==> src/verilog/ofd_defines.vh <==
// Purpose: constants for the operand field decoder
// Assumes: instruction bytes arrive one per strobe from the fetch queue
// Notes:   field positions refer to the addressing-mode byte
// What this block does
// - kind 01 one displacement byte, 10 two bytes, 11 register operand.
// - kind 00 fetches no displacement, except select 110 fetches direct address.
// - size clear selects byte registers, size set selects word registers.
// - register kind: second select names a register with same mapping.
// - size flag clear means byte, set means word, also immediate length.
// - memory kinds form location from base and index per select code.
// - two-byte displacement: first byte low, second byte high.
// - single displacement byte is sign-extended to 16 bits.
// - immediate bytes come only after all displacement bytes.
// - two-byte immediate: first byte low, second byte high.
// - segment code 00 extra, 01 code, 10 stack, 11 data.
// - sign-extended immediate form takes one byte, extends to 16 bits.
// - short branch offset is 8-bit signed added to pointer.
// - near branch offset is signed 16-bit, low byte then high.
// - direct offset used as operand location without base or index.
// - far transfer loads new pointer and code segment, low then high.
// - handoff opcode is group one from opcode, group two from next byte.
// - low displacement byte for both sizes, high byte only for 16-bit.
`ifndef OFD_DEFINES_VH
`define OFD_DEFINES_VH

`define OFD_KIND_HI        7
`define OFD_KIND_LO        6
`define OFD_FIRST_HI       5
`define OFD_FIRST_LO       3
`define OFD_SECOND_HI      2
`define OFD_SECOND_LO      0

`define OFD_KIND_NODISP    2'h0
`define OFD_KIND_DISP8     2'h1
`define OFD_KIND_DISP16    2'h2
`define OFD_KIND_REG       2'h3
`define OFD_SEL_DIRECT     3'h6

`define OFD_SEG_EXTRA      2'h0
`define OFD_SEG_CODE       2'h1
`define OFD_SEG_STACK      2'h2
`define OFD_SEG_DATA       2'h3

`define OFD_FORM_MODRM     3'h0
`define OFD_FORM_SHORT     3'h1
`define OFD_FORM_NEAR      3'h2
`define OFD_FORM_DIRECT    3'h3
`define OFD_FORM_FAR       3'h4
`define OFD_FORM_HANDOFF   3'h5

`endif

==> src/verilog/ofd_operand_field_decoder.v <==
// Purpose: decodes operand fields and trailing bytes of one instruction
// Assumes: one byte per in_valid cycle; start pulses with the opcode byte
// Notes:   register file values are read combinationally from the datapath
`timescale 1ns/1ps
`default_nettype none
`include "ofd_defines.vh"

module ofd_operand_field_decoder (
    input  wire        mclk,
    input  wire        rstn,
    input  wire        start,
    input  wire [2:0]  form,
    input  wire [7:0]  opcode_byte,
    input  wire        size_flag,
    input  wire        sign_ext,
    input  wire        has_immediate,
    input  wire        in_valid,
    input  wire [7:0]  in_byte,
    input  wire [15:0] instr_pointer,
    input  wire [15:0] base_word,
    input  wire [15:0] base_pointer,
    input  wire [15:0] source_index,
    input  wire [15:0] dest_index,
    output reg         busy,
    output reg         done,
    output reg         word_op,
    output reg         mem_operand,
    output reg  [3:0]  first_reg,
    output reg  [3:0]  second_reg,
    output reg  [15:0] operand_location,
    output reg  [15:0] immediate_value,
    output reg  [15:0] next_pointer,
    output reg  [15:0] new_code_segment,
    output reg         load_code_segment,
    output reg  [1:0]  segment_select,
    output reg  [5:0]  handoff_opcode
);

// ----------------------------------------------------------------
// byte sequencer states
// ----------------------------------------------------------------
localparam ST_IDLE  = 3'h0;
localparam ST_MODRM = 3'h1;
localparam ST_DISPL = 3'h2;
localparam ST_DISPH = 3'h3;
localparam ST_IMML  = 3'h4;
localparam ST_IMMH  = 3'h5;
localparam ST_FARL  = 3'h6;
localparam ST_FARH  = 3'h7;

reg [2:0]  state_reg;
reg [2:0]  form_reg;
reg [2:0]  group_one_reg;
reg        size_reg;
reg        sext_reg;
reg        imm_reg;
reg        seg_phase_reg;
reg [7:0]  low_reg;
reg [7:0]  modrm_reg;

// ----------------------------------------------------------------
// helpers
// ----------------------------------------------------------------
// register code: bit 3 is the size flag, low bits the field code
function [3:0] reg_code;
    input       w;
    input [2:0] code;
    begin
        reg_code = {w, code};
    end
endfunction

function [15:0] sext8;
    input [7:0] b;
    begin
        sext8 = {{8{b[7]}}, b};
    end
endfunction

// base plus index part of the operand location
function [15:0] loc_base;
    input [2:0] sel;
    begin
        case (sel)
            3'h0:    loc_base = base_word + source_index;
            3'h1:    loc_base = base_word + dest_index;
            3'h2:    loc_base = base_pointer + source_index;
            3'h3:    loc_base = base_pointer + dest_index;
            3'h4:    loc_base = source_index;
            3'h5:    loc_base = dest_index;
            3'h6:    loc_base = base_pointer;
            default: loc_base = base_word;
        endcase
    end
endfunction

wire [1:0] kind_w   = in_byte[`OFD_KIND_HI:`OFD_KIND_LO];
wire [2:0] second_w = in_byte[`OFD_SECOND_HI:`OFD_SECOND_LO];
wire [1:0] kind_r   = modrm_reg[`OFD_KIND_HI:`OFD_KIND_LO];
wire [2:0] second_r = modrm_reg[`OFD_SECOND_HI:`OFD_SECOND_LO];
wire       direct_r = (kind_r == `OFD_KIND_NODISP) && (second_r == `OFD_SEL_DIRECT);
wire [2:0] after_disp = imm_reg ? ST_IMML : ST_IDLE;
// immediates of sign-extended form or byte size end after one byte
wire       imm_short = sext_reg | ~size_reg;
// handoff carries a full modrm byte, so its displacement follows the modrm path
wire       modrm_form = (form_reg == `OFD_FORM_MODRM) || (form_reg == `OFD_FORM_HANDOFF);
// read by the sequencer, so declared ahead of it
reg        next_idle;

// ----------------------------------------------------------------
// sequencer
// ----------------------------------------------------------------
always @(posedge mclk or negedge rstn) begin
    if (!rstn) begin
        state_reg         <= ST_IDLE;
        form_reg          <= 3'h0;
        group_one_reg     <= 3'h0;
        size_reg          <= 1'b0;
        sext_reg          <= 1'b0;
        imm_reg           <= 1'b0;
        seg_phase_reg     <= 1'b0;
        low_reg           <= 8'h00;
        modrm_reg         <= 8'h00;
        busy              <= 1'b0;
        done              <= 1'b0;
        word_op           <= 1'b0;
        mem_operand       <= 1'b0;
        first_reg         <= 4'h0;
        second_reg        <= 4'h0;
        operand_location  <= 16'h0000;
        immediate_value   <= 16'h0000;
        next_pointer      <= 16'h0000;
        new_code_segment  <= 16'h0000;
        load_code_segment <= 1'b0;
        segment_select    <= 2'h0;
        handoff_opcode    <= 6'h00;
    end else begin
        done <= 1'b0;
        if (state_reg == ST_IDLE) begin
            if (start) begin
                form_reg          <= form;
                size_reg          <= size_flag;
                sext_reg          <= sign_ext;
                imm_reg           <= has_immediate;
                group_one_reg     <= opcode_byte[2:0];
                word_op           <= size_flag;
                seg_phase_reg     <= 1'b0;
                load_code_segment <= 1'b0;
                busy              <= 1'b1;
                case (form)
                    `OFD_FORM_MODRM, `OFD_FORM_HANDOFF: state_reg <= ST_MODRM;
                    `OFD_FORM_SHORT, `OFD_FORM_NEAR,
                    `OFD_FORM_DIRECT:                   state_reg <= ST_DISPL;
                    `OFD_FORM_FAR:                      state_reg <= ST_FARL;
                    default:                            state_reg <= ST_IDLE;
                endcase
                if (form > `OFD_FORM_HANDOFF)
                    busy <= 1'b0;
            end
        end else if (in_valid) begin
            case (state_reg)
                ST_MODRM: begin
                    modrm_reg      <= in_byte;
                    segment_select <= in_byte[4:3];
                    first_reg      <= reg_code(size_reg, in_byte[5:3]);
                    second_reg     <= reg_code(size_reg, second_w);
                    mem_operand    <= (kind_w != `OFD_KIND_REG);
                    if (form_reg == `OFD_FORM_HANDOFF)
                        handoff_opcode <= {group_one_reg, in_byte[5:3]};
                    operand_location <= loc_base(second_w);
                    case (kind_w)
                        `OFD_KIND_DISP8, `OFD_KIND_DISP16: state_reg <= ST_DISPL;
                        `OFD_KIND_NODISP:
                            state_reg <= (second_w == `OFD_SEL_DIRECT) ? ST_DISPL
                                                                       : after_disp;
                        default: state_reg <= after_disp;
                    endcase
                end
                ST_DISPL: begin
                    low_reg <= in_byte;
                    if (form_reg == `OFD_FORM_SHORT) begin
                        next_pointer <= instr_pointer + sext8(in_byte);
                        state_reg    <= ST_IDLE;
                    end else if (modrm_form && kind_r == `OFD_KIND_DISP8) begin
                        // 16-bit add, carry out dropped
                        operand_location <= operand_location + sext8(in_byte);
                        state_reg        <= after_disp;
                    end else begin
                        state_reg <= ST_DISPH;
                    end
                end
                ST_DISPH: begin
                    if (form_reg == `OFD_FORM_NEAR)
                        next_pointer <= instr_pointer + {in_byte, low_reg};
                    else if (form_reg == `OFD_FORM_DIRECT || direct_r)
                        operand_location <= {in_byte, low_reg};
                    else
                        operand_location <= operand_location + {in_byte, low_reg};
                    state_reg <= (modrm_form || form_reg == `OFD_FORM_DIRECT) ? after_disp
                                                                               : ST_IDLE;
                end
                ST_IMML: begin
                    low_reg <= in_byte;
                    if (imm_short) begin
                        immediate_value <= sext_reg ? sext8(in_byte) : {8'h00, in_byte};
                        state_reg       <= ST_IDLE;
                    end else begin
                        state_reg <= ST_IMMH;
                    end
                end
                ST_IMMH: begin
                    immediate_value <= {in_byte, low_reg};
                    state_reg       <= ST_IDLE;
                end
                ST_FARL: begin
                    low_reg   <= in_byte;
                    state_reg <= ST_FARH;
                end
                ST_FARH: begin
                    // pointer first, then code segment
                    if (!seg_phase_reg) begin
                        next_pointer  <= {in_byte, low_reg};
                        seg_phase_reg <= 1'b1;
                        state_reg     <= ST_FARL;
                    end else begin
                        new_code_segment  <= {in_byte, low_reg};
                        load_code_segment <= 1'b1;
                        state_reg         <= ST_IDLE;
                    end
                end
                default: state_reg <= ST_IDLE;
            endcase
        end
        if (state_reg != ST_IDLE && in_valid && next_idle) begin
            busy <= 1'b0;
            done <= 1'b1;
        end
    end
end

// ----------------------------------------------------------------
// end of instruction detection (mirrors the sequencer's exits)
// ----------------------------------------------------------------
always @* begin
    next_idle = 1'b0;
    case (state_reg)
        ST_MODRM: next_idle = (kind_w == `OFD_KIND_REG ||
                               (kind_w == `OFD_KIND_NODISP && second_w != `OFD_SEL_DIRECT))
                              && !imm_reg;
        ST_DISPL: next_idle = (form_reg == `OFD_FORM_SHORT) ||
                              (modrm_form && kind_r == `OFD_KIND_DISP8 && !imm_reg);
        ST_DISPH: next_idle = !((modrm_form || form_reg == `OFD_FORM_DIRECT) && imm_reg);
        ST_IMML:  next_idle = imm_short;
        ST_IMMH:  next_idle = 1'b1;
        ST_FARH:  next_idle = seg_phase_reg;
        default:  next_idle = 1'b0;
    endcase
end

endmodule
`default_nettype wire

==> config.mk <==
export PLATFORM = sky130hd
export DESIGN_NAME = ofd_operand_field_decoder
export DESIGN_NICKNAME = d
export VERILOG_FILES = /design/src/verilog/ofd_operand_field_decoder.v
export VERILOG_INCLUDE_DIRS = /design/src /design/src/verilog
export SDC_FILE = /design/constraint.sdc
export NUM_CORES = 1
export LEC_CHECK = 0
export ABC_CLOCK_PERIOD_IN_PS = 6750
export BUFFER_PORTS_ARGS = -buffer_cell sky130_fd_sc_hd__buf_4
export CELL_PAD_IN_SITES_DETAIL_PLACEMENT = 1
export CELL_PAD_IN_SITES_GLOBAL_PLACEMENT = 1
export CORE_MARGIN = 3
export CORE_UTILIZATION = 46
export DETAILED_ROUTE_END_ITERATION = 8
export GPL_TIMING_DRIVEN = 0
export PLACE_DENSITY = 0.84
export REMOVE_ABC_BUFFERS = 1
export SLEW_MARGIN = 20
export SYNTH_ARGS = -nofsm -noshare
export SYNTH_HDL_FRONTEND = slang
export SYNTH_SLANG_ARGS = --single-unit
==> constraint.sdc <==
create_clock -name mclk -period 6.75 [get_ports mclk]
set_input_delay 0.675 -clock mclk [delete_from_list [all_inputs] [get_ports mclk]]
set_output_delay 0.675 -clock mclk [all_outputs]
set_load 0.005 [all_outputs]
==> out/results.tsv, run 1 <==
metric	value	unit
Highest Signal Layer	met4	
CTS clk-pin slew, worst paths	0.08	ns
number of antenna violations at the first check in global routing	0	
Setup WS post-layout	1.53	ns
Worst EP arrival	5.46	ns
dpl cells	1513	
CTS tree	done	
f_max	0.192	GHz
ys async rst share	1.00	
post-synthesis sequential element count	104	
overall die area	22500	µm²
multi-input logic area	6520	µm²
synth warn	0	
Cell variety after synth	84	
GRT Overall Usage	0.274	
Post CTS Setup Buffer Count	0	
Site Rows	52	
Syn Std Cell Area	9530	µm²
design area	11300	µm²
sequential element share of the synthesized area	0.273	
Detail Route met2 WL	14.7	mm
antenna viol nets, final	0	
Starting Density	0.469	
Final Hold Fails	0	
clock root buffer	clkbuf_16	
kind of start point of the critical path	register	
crit path kind	reg -> reg	
crit end category	register	
Iter 0 DRT Violations	418	
Hold/Removal Path Class	in -> async	
cts repair resizes	0	
synth-to-layout area growth	18.4	%
Setup Viol. Count Final	0	
crit path max fanout	39	
Pwr per Cell Area	427	nW/µm²
CTS Buf Count	9	
Die Wd	150	µm
detailed placer's ending HPWL	23.0	mm
Clk Latency, worst-skew pair	0.36	ns
RSZ-0062 raised after global routing	false	
Setup TNS	0	ns
first-pass GRT wire length	49.4	mm
final count of pins violating max slew	0	
height of the die	150	µm
Worst slew margin	0.286	
R2R Setup Slk	1.53	ns
antenna cell count	0	
Worst Max-Slew Pin Slew	1.07	ns
core area	20300	µm²
fillcell total	2475	
EDFF count, synth	0	
VDD IR max	0.000166	V
post-layout min period	5.22	ns
number of global-route vias before repair	9519	
grt ovf	0	
I/O pin cnt	191	
Via Count	9173	
via/cell ratio	6.00	
largest net degree at the start of global routing	105	
status	completed	
clk sink count	104	
register area	2600	µm²
hold-fix buffers at CTS	0	
max-cap violations	0	
Tcrit/Tclk final	0.774	
WL/cell	20.3	µm
Clock Skew	0.00925	ns
H-tree lvl count	3	
Syn Inst Count	1117	
drt pass-1 iters	4	
final cell count without fillers	1530	
met1 layer wirelength in the final routing	13.7	mm
port bufs	185	
dominant synthesized flop cell	dfrtp_1	
P_leak	5.32	nW
Max Root-Sink Buffers	2	
Post-Place Worst Slack	1.19	ns
Worst Path Required	6.99	ns
syn avg cell area	8.53	µm²
met3 WL	1.79	mm
Residual DRC	0	
share of cells above drive strength 1	0.242	
Post-DP Area	11000	µm²
RD Place Congestion	0.869	
Routed WL	31.0	mm
fin nets	1444	
[routing by layer]
metal	vias up	track usage
met1	4491	0.358
met4	0	0.0796
met3	46	0.0312
met2	286	0.477
met5	-	0
li1	4350	-
[worst max-delay path, cell delays in order, from the launching register on]
cell	delay, ns
dfrtp_2	0.87
clkinv_1	0.79
nor2_2	0.90
nand2_1	0.14
nand2_1	0.16
ha_1	0.25
a21o_1	0.15
a21oi_1	0.25
o21bai_1	0.16
a31oi_1	0.30
o211ai_1	0.19
a41oi_1	0.31
xor2_1	0.25
nor3_1	0.08
o31a_1	0.27
[final cells by class]
class / count / share of cell area
Tap cell: 270 / 0.0299
Sequential cell: 104 / 0.231
Inverter: 26 / 0.00865
Timing Repair Buffer: 188 / 0.128
Clock buffer: 9 / 0.0200
Clock inverter: 7 / 0.00555
Multi-Input combinational cell: 926 / 0.578
[metrics by stage]
| step | hold slack (ns) | utilization | total power [mW] |
|---|---|---|---|
| after floorplan | 0.379 | - | 3.12 |
| after CTS | 0.487 | 0.555 | 4.82 |
| final | 0.433 | 0.556 | 4.82 |
| after global routing | 0.512 | 0.556 | 5.23 |
| after global placement | 0.456 | 0.537 | 4.07 |
| after detailed placement | 0.469 | 0.541 | 4.26 |
[cells in the final DEF (no fill, tap or decap), types with 4 or more instances in the layout]
cell / n
a211oi_1: 14
a21o_1: 29
a21oi_1: 76
a21oi_2: 4
a311oi_1: 4
a31oi_1: 22
and3_1: 11
buf_4: 185
clkbuf_16: 9
dfrtp_1: 103
fa_1: 5
ha_1: 78
inv_1: 23
mux2_1: 6
mux2_2: 63
mux2i_1: 21
nand2_1: 168
nand2b_1: 7
nand3_1: 17
nand3b_1: 6
nor2_1: 65
nor2b_1: 11
nor3_1: 29
o211ai_1: 18
o21a_1: 11
o21ai_0: 75
o21ai_1: 16
o21bai_1: 9
o221ai_1: 5
o22ai_1: 8
o31ai_1: 4
or2_2: 4
or3_1: 4
xnor2_1: 40
xor2_1: 27
[cells by family after synthesis]
kind of cell / after synthesis / synth area share
AO/OA/AOI/OAI: 336 / 0.228
XOR/XNOR: 67 / 0.0616
adder cells (fa/ha/maj): 83 / 0.113
buffers and inverters: 87 / 0.0470
flip-flops: 104 / 0.273
multiplexers: 92 / 0.108
AND/OR/NAND/NOR: 348 / 0.169
[synth_stat cells (5+ instances only)]
cell	count	area share
buf_4	10	0.0079
nor2_1	66	0.026
fa_1	5	0.011
o221ai_1	5	0.0046
o211ai_1	18	0.014
nor3_1	30	0.016
nand3b_1	6	0.0047
nand2_1	168	0.066
o21ai_1	16	0.0084
xnor2_1	40	0.037
a31oi_1	22	0.014
o21a_1	11	0.0087
o21ai_0	75	0.039
a211oi_1	14	0.011
nor2b_1	11	0.0072
xor2_1	27	0.025
buf_6	5	0.0059
dfrtp_1	104	0.27
nand3_1	18	0.0095
nand2b_1	7	0.0046
and3_1	11	0.0072
mux2_1	6	0.0071
clkbuf_1	37	0.015
ha_1	78	0.10
a21o_1	29	0.023
mux2i_1	21	0.022
o22ai_1	8	0.0053
inv_1	23	0.0091
o21bai_1	9	0.0071
mux2_2	63	0.074
a21oi_1	76	0.040
[power by group]
part,switching [mW],internal [mW]
combinational,1.64,1.37
clock,0.270,0.259
sequential,0.354,0.917
total,2.27,2.55
[final timing paths]
check                                                 start  depth (start not counted)                                to
worst max-delay path               state_reg[0]$_DFFE_PN0P_                         14      next_pointer[15]$_DFFE_PN0P_
worst min register to register  next_pointer[1]$_DFFE_PN0P_                          2       next_pointer[1]$_DFFE_PN0P_
min in group mclk               next_pointer[1]$_DFFE_PN0P_                          2       next_pointer[1]$_DFFE_PN0P_
worst min-delay path                                   rstn                          1     handoff_opcode[2]$_DFFE_PN0P_
worst max register to register     state_reg[0]$_DFFE_PN0P_                         14      next_pointer[15]$_DFFE_PN0P_
max in group asynchronous                              rstn                          1  new_code_segment[14]$_DFFE_PN0P_
(Power assumes the default switching activity.)
==> run 2: changes to the inputs <==
- ABC_CLOCK_PERIOD_IN_PS: 6750 -> 4600
- CORE_UTILIZATION: 46 -> 38
- PLACE_DENSITY: 0.84 -> 0.74
- clock period: 6.75 -> 4.6 ns (I/O delays scaled with it)
==> run 2 against run 1 <==
Utilization decreased by 8.8 points. Combinational power is 45% higher. Total power up 47%. Flip-flop and latch count unchanged. Clock power up 53%. Register-to-register slack got worse by 1.0 ns. Largest cell class unchanged.
==> out/results.tsv, run 2 (same netlist as run 1, synthesis figures left out) <==
metric	value	unit
status	completed	
most frequent cells in the layout	buf_4, nand2_1, dfrtp_1	
crit path kind	in -> reg	
Setup TNS	0	ns
crit path max fanout	54	
I/O pin cnt	191	
GRT Overall Usage	0.234	
H-tree lvl count	3	
Clk Latency, worst-skew pair	0.37	ns
slowest library cell on the worst path	nand3b_1	
f_max	0.232	GHz
Worst EP arrival	4.56	ns
Site Rows	57	
critical-path cell list	buf_4, nand3b_1, mux2_2, ha_1, a21o_1, a21oi_1, o21ai_1, nand3b_1, nand4_1, nand3_1, nor4b_1, a311oi_1, a31oi_1	
Most Frequent Cell on Critical Path	nand3b_1	
CTS tree	done	
Worst Max-Slew Pin Slew	0.972	ns
worst r2r src	state_reg[1]$_DFFE_PN0P_	
clock root buffer	clkbuf_16	
overall die area	27000	µm²
post-layout min period	4.32	ns
largest net degree at the start of global routing	105	
Final Hold Fails	0	
RSZ-0062 raised after global routing	false	
Final Power	7.06	mW
Die Wd	164	µm
Worst Setup SP	in_byte[1]	
synth-to-layout area growth	20.0	%
Starting Density	0.390	
Worst Path Required	4.84	ns
Post-DP Area	11100	µm²
first-pass GRT wire length	49.9	mm
register area	2610	µm²
Tcrit/Tclk final	0.939	
RD Place Congestion	0.842	
core area	24500	µm²
Routed WL	31.5	mm
Layout Utilization	0.467	
hold_sp	opcode_byte[0]	
crit end category	register	
Worst slew margin	0.350	
Residual DRC	0	
port bufs	185	
detailed placer's ending HPWL	23.6	mm
fillcell total	2919	
VDD IR max	0.000286	V
CTS Buf Count	9	
design area	11400	µm²
antenna viol nets, final	0	
via/cell ratio	5.67	
number of global-route vias before repair	9369	
max-cap violations	0	
kind of start point of the critical path	input pin	
Iter 0 DRT Violations	385	
drt pass-1 iters	4	
Clock Skew	0.0134	ns
Max Root-Sink Buffers	2	
Setup WS post-layout	0.280	ns
P_leak	5.34	nW
final count of pins violating max slew	0	
WHS	0.278	ns
WL/cell	19.8	µm
CTS clk-pin slew, worst paths	0.09	ns
Pwr per Cell Area	618	nW/µm²
Setup Viol. Count Final	0	
Hold/Removal Path Class	in -> reg	
CP Buf/Inv Count	1	
grt ovf	0	
CP delay by family, top	simple AND/OR/NAND/NOR gates	
number of antenna violations at the first check in global routing	0	
share of cells above drive strength 1	0.246	
clk sink count	104	
commonest non-fill, non-tap cell in the layout	buf_4	
height of the die	164	µm
dpl cells	1568	
Largest stage delay, worst path	0.78	ns
Post-Place Worst Slack	-0.925	ns
multi-input logic area	6530	µm²
final cell count without fillers	1587	
fin nets	1446	
Via Count	9004	
==> run 2: path summary, 6_finish.rpt <==
path / to / slack (ns) / depth (start not counted)
setup / recovery: operand_location[15]$_DFFE_PN0P_ / 0.28 / 13
hold / removal: group_one_reg[0]$_DFFE_PN0P_ / 0.28 / 3
setup reg to reg: next_pointer[14]$_DFFE_PN0P_ / 0.51 / 16
hold reg to reg: group_one_reg[2]$_DFFE_PN0P_ / 0.48 / 2
max in group asynchronous: next_pointer[13]$_DFFE_PN0P_ / 3.37 / 3
min in group asynchronous: first_reg[0]$_DFFE_PN0P_ / 0.56 / 2
==> run 2: final cells by class <==
| class | count | area share |
|---|---|---|
| multi-input combinational | 926 | 0.571 |
| sequential | 104 | 0.228 |
| timing repair buffer | 190 | 0.129 |
| tap | 324 | 0.0355 |
| clock buffer | 9 | 0.0197 |
| inverter | 26 | 0.00864 |
| clock inverter | 7 | 0.00777 |
| antenna | 1 | 0.000219 |
==> run 2: per-layer routing <==
| metal | share of wire | track usage | vias up |
|---|---|---|---|
| li1 | - | - | 4355 |
| met1 | 0.46 | 0.307 | 4418 |
| met2 | 0.49 | 0.402 | 204 |
| met3 | 0.041 | 0.0300 | 27 |
| met4 | 0.017 | 0.0677 | 0 |
| met5 | 0 | 0 | - |
==> run 2: worst reg2reg max path, cell delays in order, from the launching register on <==
cell	delay [ns]
dfrtp_1	0.63
inv_2	0.20
nor2_8	0.35
nand2_1	0.43
nand2_1	0.19
nand2_1	0.07
ha_1	0.20
fa_1	0.41
a21o_1	0.18
a21oi_1	0.22
o21bai_1	0.12
a21o_1	0.23
a21oi_1	0.22
o21ai_1	0.15
nand3_1	0.13
a2111oi_0	0.10
nand3b_1	0.16
==> run 2: power breakdown <==
part           total [mW]  switching (mW)  internal [mW]
clock network       0.809           0.420          0.389
logic                4.39            2.37           2.02
registers            1.86           0.513           1.35
==> run 2: what timing repair did <==
action                     4_1_cts  5_1_grt
pin swaps                        0        1
hold endpoints to repair         0        8
setup endpoints to repair       13        2
hold buffers                     0        1
gates resized for setup          5        3
buffers inserted                 0        0
==> run 3: changes to the inputs <==
- ABC_AREA: unset -> 1
- CORE_UTILIZATION: 38 -> 36
- PLACE_DENSITY: 0.74 -> 0.75
==> run 3 against run 2 <==
Clock skew increased by 0.012 ns. Die area increased by 12%. Flip-flop and latch count unchanged. Synthesized cell count increased by 44%. Non-clock buffer count decreased by 4. Clock-buffer cell count unchanged. Cell count increased by 34%. Combinational power decreased by 9.3%. Sequential share of layout area decreased by 1.3 points. Total power decreased by 5.8%. Via count increased by 29%. Fmax increased by 8.3%. Largest cell class unchanged. Largest power group unchanged. Highest routed layer unchanged.
==> out/results.tsv, run 3 <==
metric	value	unit
status	completed	
Worst slew margin	0.312	
Final Hold Fails	0	
share of cells above drive strength 1	0.137	
Largest stage delay, worst path	0.65	ns
Post-synth top cells	nand2_1, inv_1, o21ai_0	
post-layout min period	3.99	ns
Residual DRC	0	
crit end category	register	
number of antenna violations at the first check in global routing	1	
critical-path cell list	buf_4, nor2_2, nand2_2, o21ai_0, ha_1, inv_1, fa_1, inv_1, nand2_1, nand3_1, nand2_1, nand2_1, nand2_1, nand3_1, nand3_1, o21ai_0, nand2_1, nand2_1, nand2_1	
slowest library cell on the worst path	nor2_2	
port bufs	185	
Max Root-Sink Buffers	2	
register area	2600	µm²
EDFF count, synth	0	
I/O pin cnt	191	
Most Frequent Cell on Critical Path	nand2_1	
most frequent cells in the layout	nand2_1, buf_4, inv_1	
Worst EP arrival	4.25	ns
first-pass GRT wire length	65.4	mm
height of the die	174	µm
number of global-route vias before repair	11900	
detailed placer's ending HPWL	32.6	mm
CTS tree	done	
Die Wd	174	µm
overall die area	30200	µm²
max-cap violations	0	
CTS clk-pin slew, worst paths	0.09	ns
GR peak layer	met2	
Clock Skew	0.0256	ns
P_leak	6.45	nW
crit path kind	in -> reg	
VDD IR max	0.000233	V
Cell variety after synth	51	
R2R Setup Slk	0.62	ns
Hold/Removal Path Class	in -> async	
syn avg cell area	6.30	µm²
sequential element share of the synthesized area	0.257	
multi-input logic area	6550	µm²
GRT Overall Usage	0.270	
met1 usage	0.352	
core area	27300	µm²
Syn Inst Count	1611	
Tcrit/Tclk final	0.867	
clk sink count	104	
WHS	0.193	ns
top cells by area, synth	dfrtp_1, nand2_1, ha_1	
Iter 0 DRT Violations	645	
Post-DP Area	11700	µm²
Starting Density	0.371	
crit path max fanout	31	
fin nets	1946	
Site Rows	60	
R2R Path End	next_pointer[13]$_DFFE_PN0P_	
Worst Max-Slew Pin Slew	1.03	ns
design area	12100	µm²
Setup Viol. Count Final	0	
ys async rst share	1.00	
final count of pins violating max slew	0	
worst r2r src	state_reg[0]$_DFFE_PN0P_	
post-synth top area share	0.257	
post-synthesis sequential element count	104	
Syn Std Cell Area	10100	µm²
Worst Path Required	4.87	ns
CTS Buf Count	9	
synth-to-layout area growth	19.1	%
global-route met2 utilization	0.462	
most numerous cell in the Yosys netlist	nand2_1	
Via Count	11600	
kind of start point of the critical path	input pin	
antenna cell count	0	
WL/cell	19.5	µm
synth warn	0	
H-tree lvl count	3	
RSZ-0062 raised after global routing	false	
f_max	0.251	GHz
Pwr per Cell Area	550	nW/µm²
commonest non-fill, non-tap cell in the layout	nand2_1	
hold-fix buffers at CTS	0	
worst r2r path cells	15	
Post CTS Setup Buffer Count	0	
grt ovf	0	
dominant synthesized flop cell	dfrtp_1	
clock root buffer	clkbuf_16	
fillcell total	3735	
Routed WL	41.7	mm
largest area contributor in the netlist	dfrtp_1	
largest net degree at the start of global routing	105	
antenna viol nets, final	0	
met3 usage	0.0333	
Clk Latency, worst-skew pair	0.37	ns
RD Place Congestion	0.909	
via/cell ratio	5.44	
drt pass-1 iters	6	
[run 3: changes by cell type in the layout (fill, tap and decap cells not counted), sizes merged, moves of 14 or more]
cell    change
a211oi     -14
a21o       -26
a21oi      +29
inv       +166
mux2       -69
mux2i      -21
nand2     +345
nand3     +111
nor2       +56
nor3       -19
o21ai      +71
xnor2      -37
xor2       -21
[run 3: layout make-up]
| type | count | share of cell area |
|---|---|---|
| inverters | 195 | 0.0613 |
| repair buffers | 186 | 0.116 |
| clock buffers | 9 | 0.0186 |
| multi-input cells | 1260 | 0.542 |
| well taps | 372 | 0.0385 |
| repair inverters | 1 | 0.000414 |
| clock inverters | 7 | 0.00714 |
| flip-flops and latches | 104 | 0.215 |
[run 3: cells by family (layout without fill, tap and decap cells)]
| family | after synthesis | in the layout | share of synthesized area |
|---|---|---|---|
| xor+xnor | 9 | 9 | 0.00777 |
| simple gates | 828 | 828 | 0.344 |
| flops | 104 | 104 | 0.257 |
| fa+ha+maj | 83 | 83 | 0.106 |
| buf+inv | 247 | 398 | 0.100 |
| compound gates | 340 | 340 | 0.185 |
[run 3: worst max-delay path by stage]
stage	end	start	cells past startpoint	slack (ns)
finish	operand_location[8]$_DFFE_PN0P_	in_byte[1]	19	0.61
detailed placement	operand_location[8]$_DFFE_PN0P_	in_byte[1]	19	-0.25
CTS	operand_location[8]$_DFFE_PN0P_	in_byte[1]	19	0.14
global placement	operand_location[8]$_DFFE_PN0P_	in_byte[1]	19	-0.70
global route	operand_location[8]$_DFFE_PN0P_	in_byte[1]	19	0.25
floorplan	operand_location[7]$_DFFE_PN0P_	in_byte[1]	14	1.28
[run 3: repair_timing]
| action | in CTS | in global routing |
|---|---|---|
| resized for setup | 0 | 3 |
| endpoints found under the setup margin | 0 | 6 |
| hold endpoints to repair | 0 | 0 |
[run 3: worst max-delay path, delay by kind of cell]
family	cells	cell delay, ns
and+or+nand+nor	12	2.16
buffers and inverters	3	0.37
AOI/OAI and AO/OA	2	0.61
adders and majority gates	2	0.63
[run 3: metrics by stage]
stage	total power, mW	setup slack [ns]	setup TNS (ns)	utilization	instances
final	6.65	0.613	0	0.442	2134
after detailed placement	5.79	-0.249	-0.890	0.430	2117
after global placement	5.64	-0.697	-6.01	0.429	2116
after CTS	6.65	0.144	0	0.441	2133
after floorplan	4.09	1.28	0	-	1559
after global routing	7.25	0.246	0	0.442	2134
[run 3: report_power, final]
group          internal (mW)  total (mW)  switching [mW]
Clock                  0.393       0.835           0.442
Combinational           1.54        3.98            2.44
Sequential              1.33        1.83           0.498
Total                   3.27        6.65            3.38
[run 3: routing by layer]
metal / wire [µm] / vias up
met4: 1170 / 0
met3: 2030 / 73
met2: 19800 / 356
li1: - / 5616
met5: 0 / -
met1: 18800 / 5572
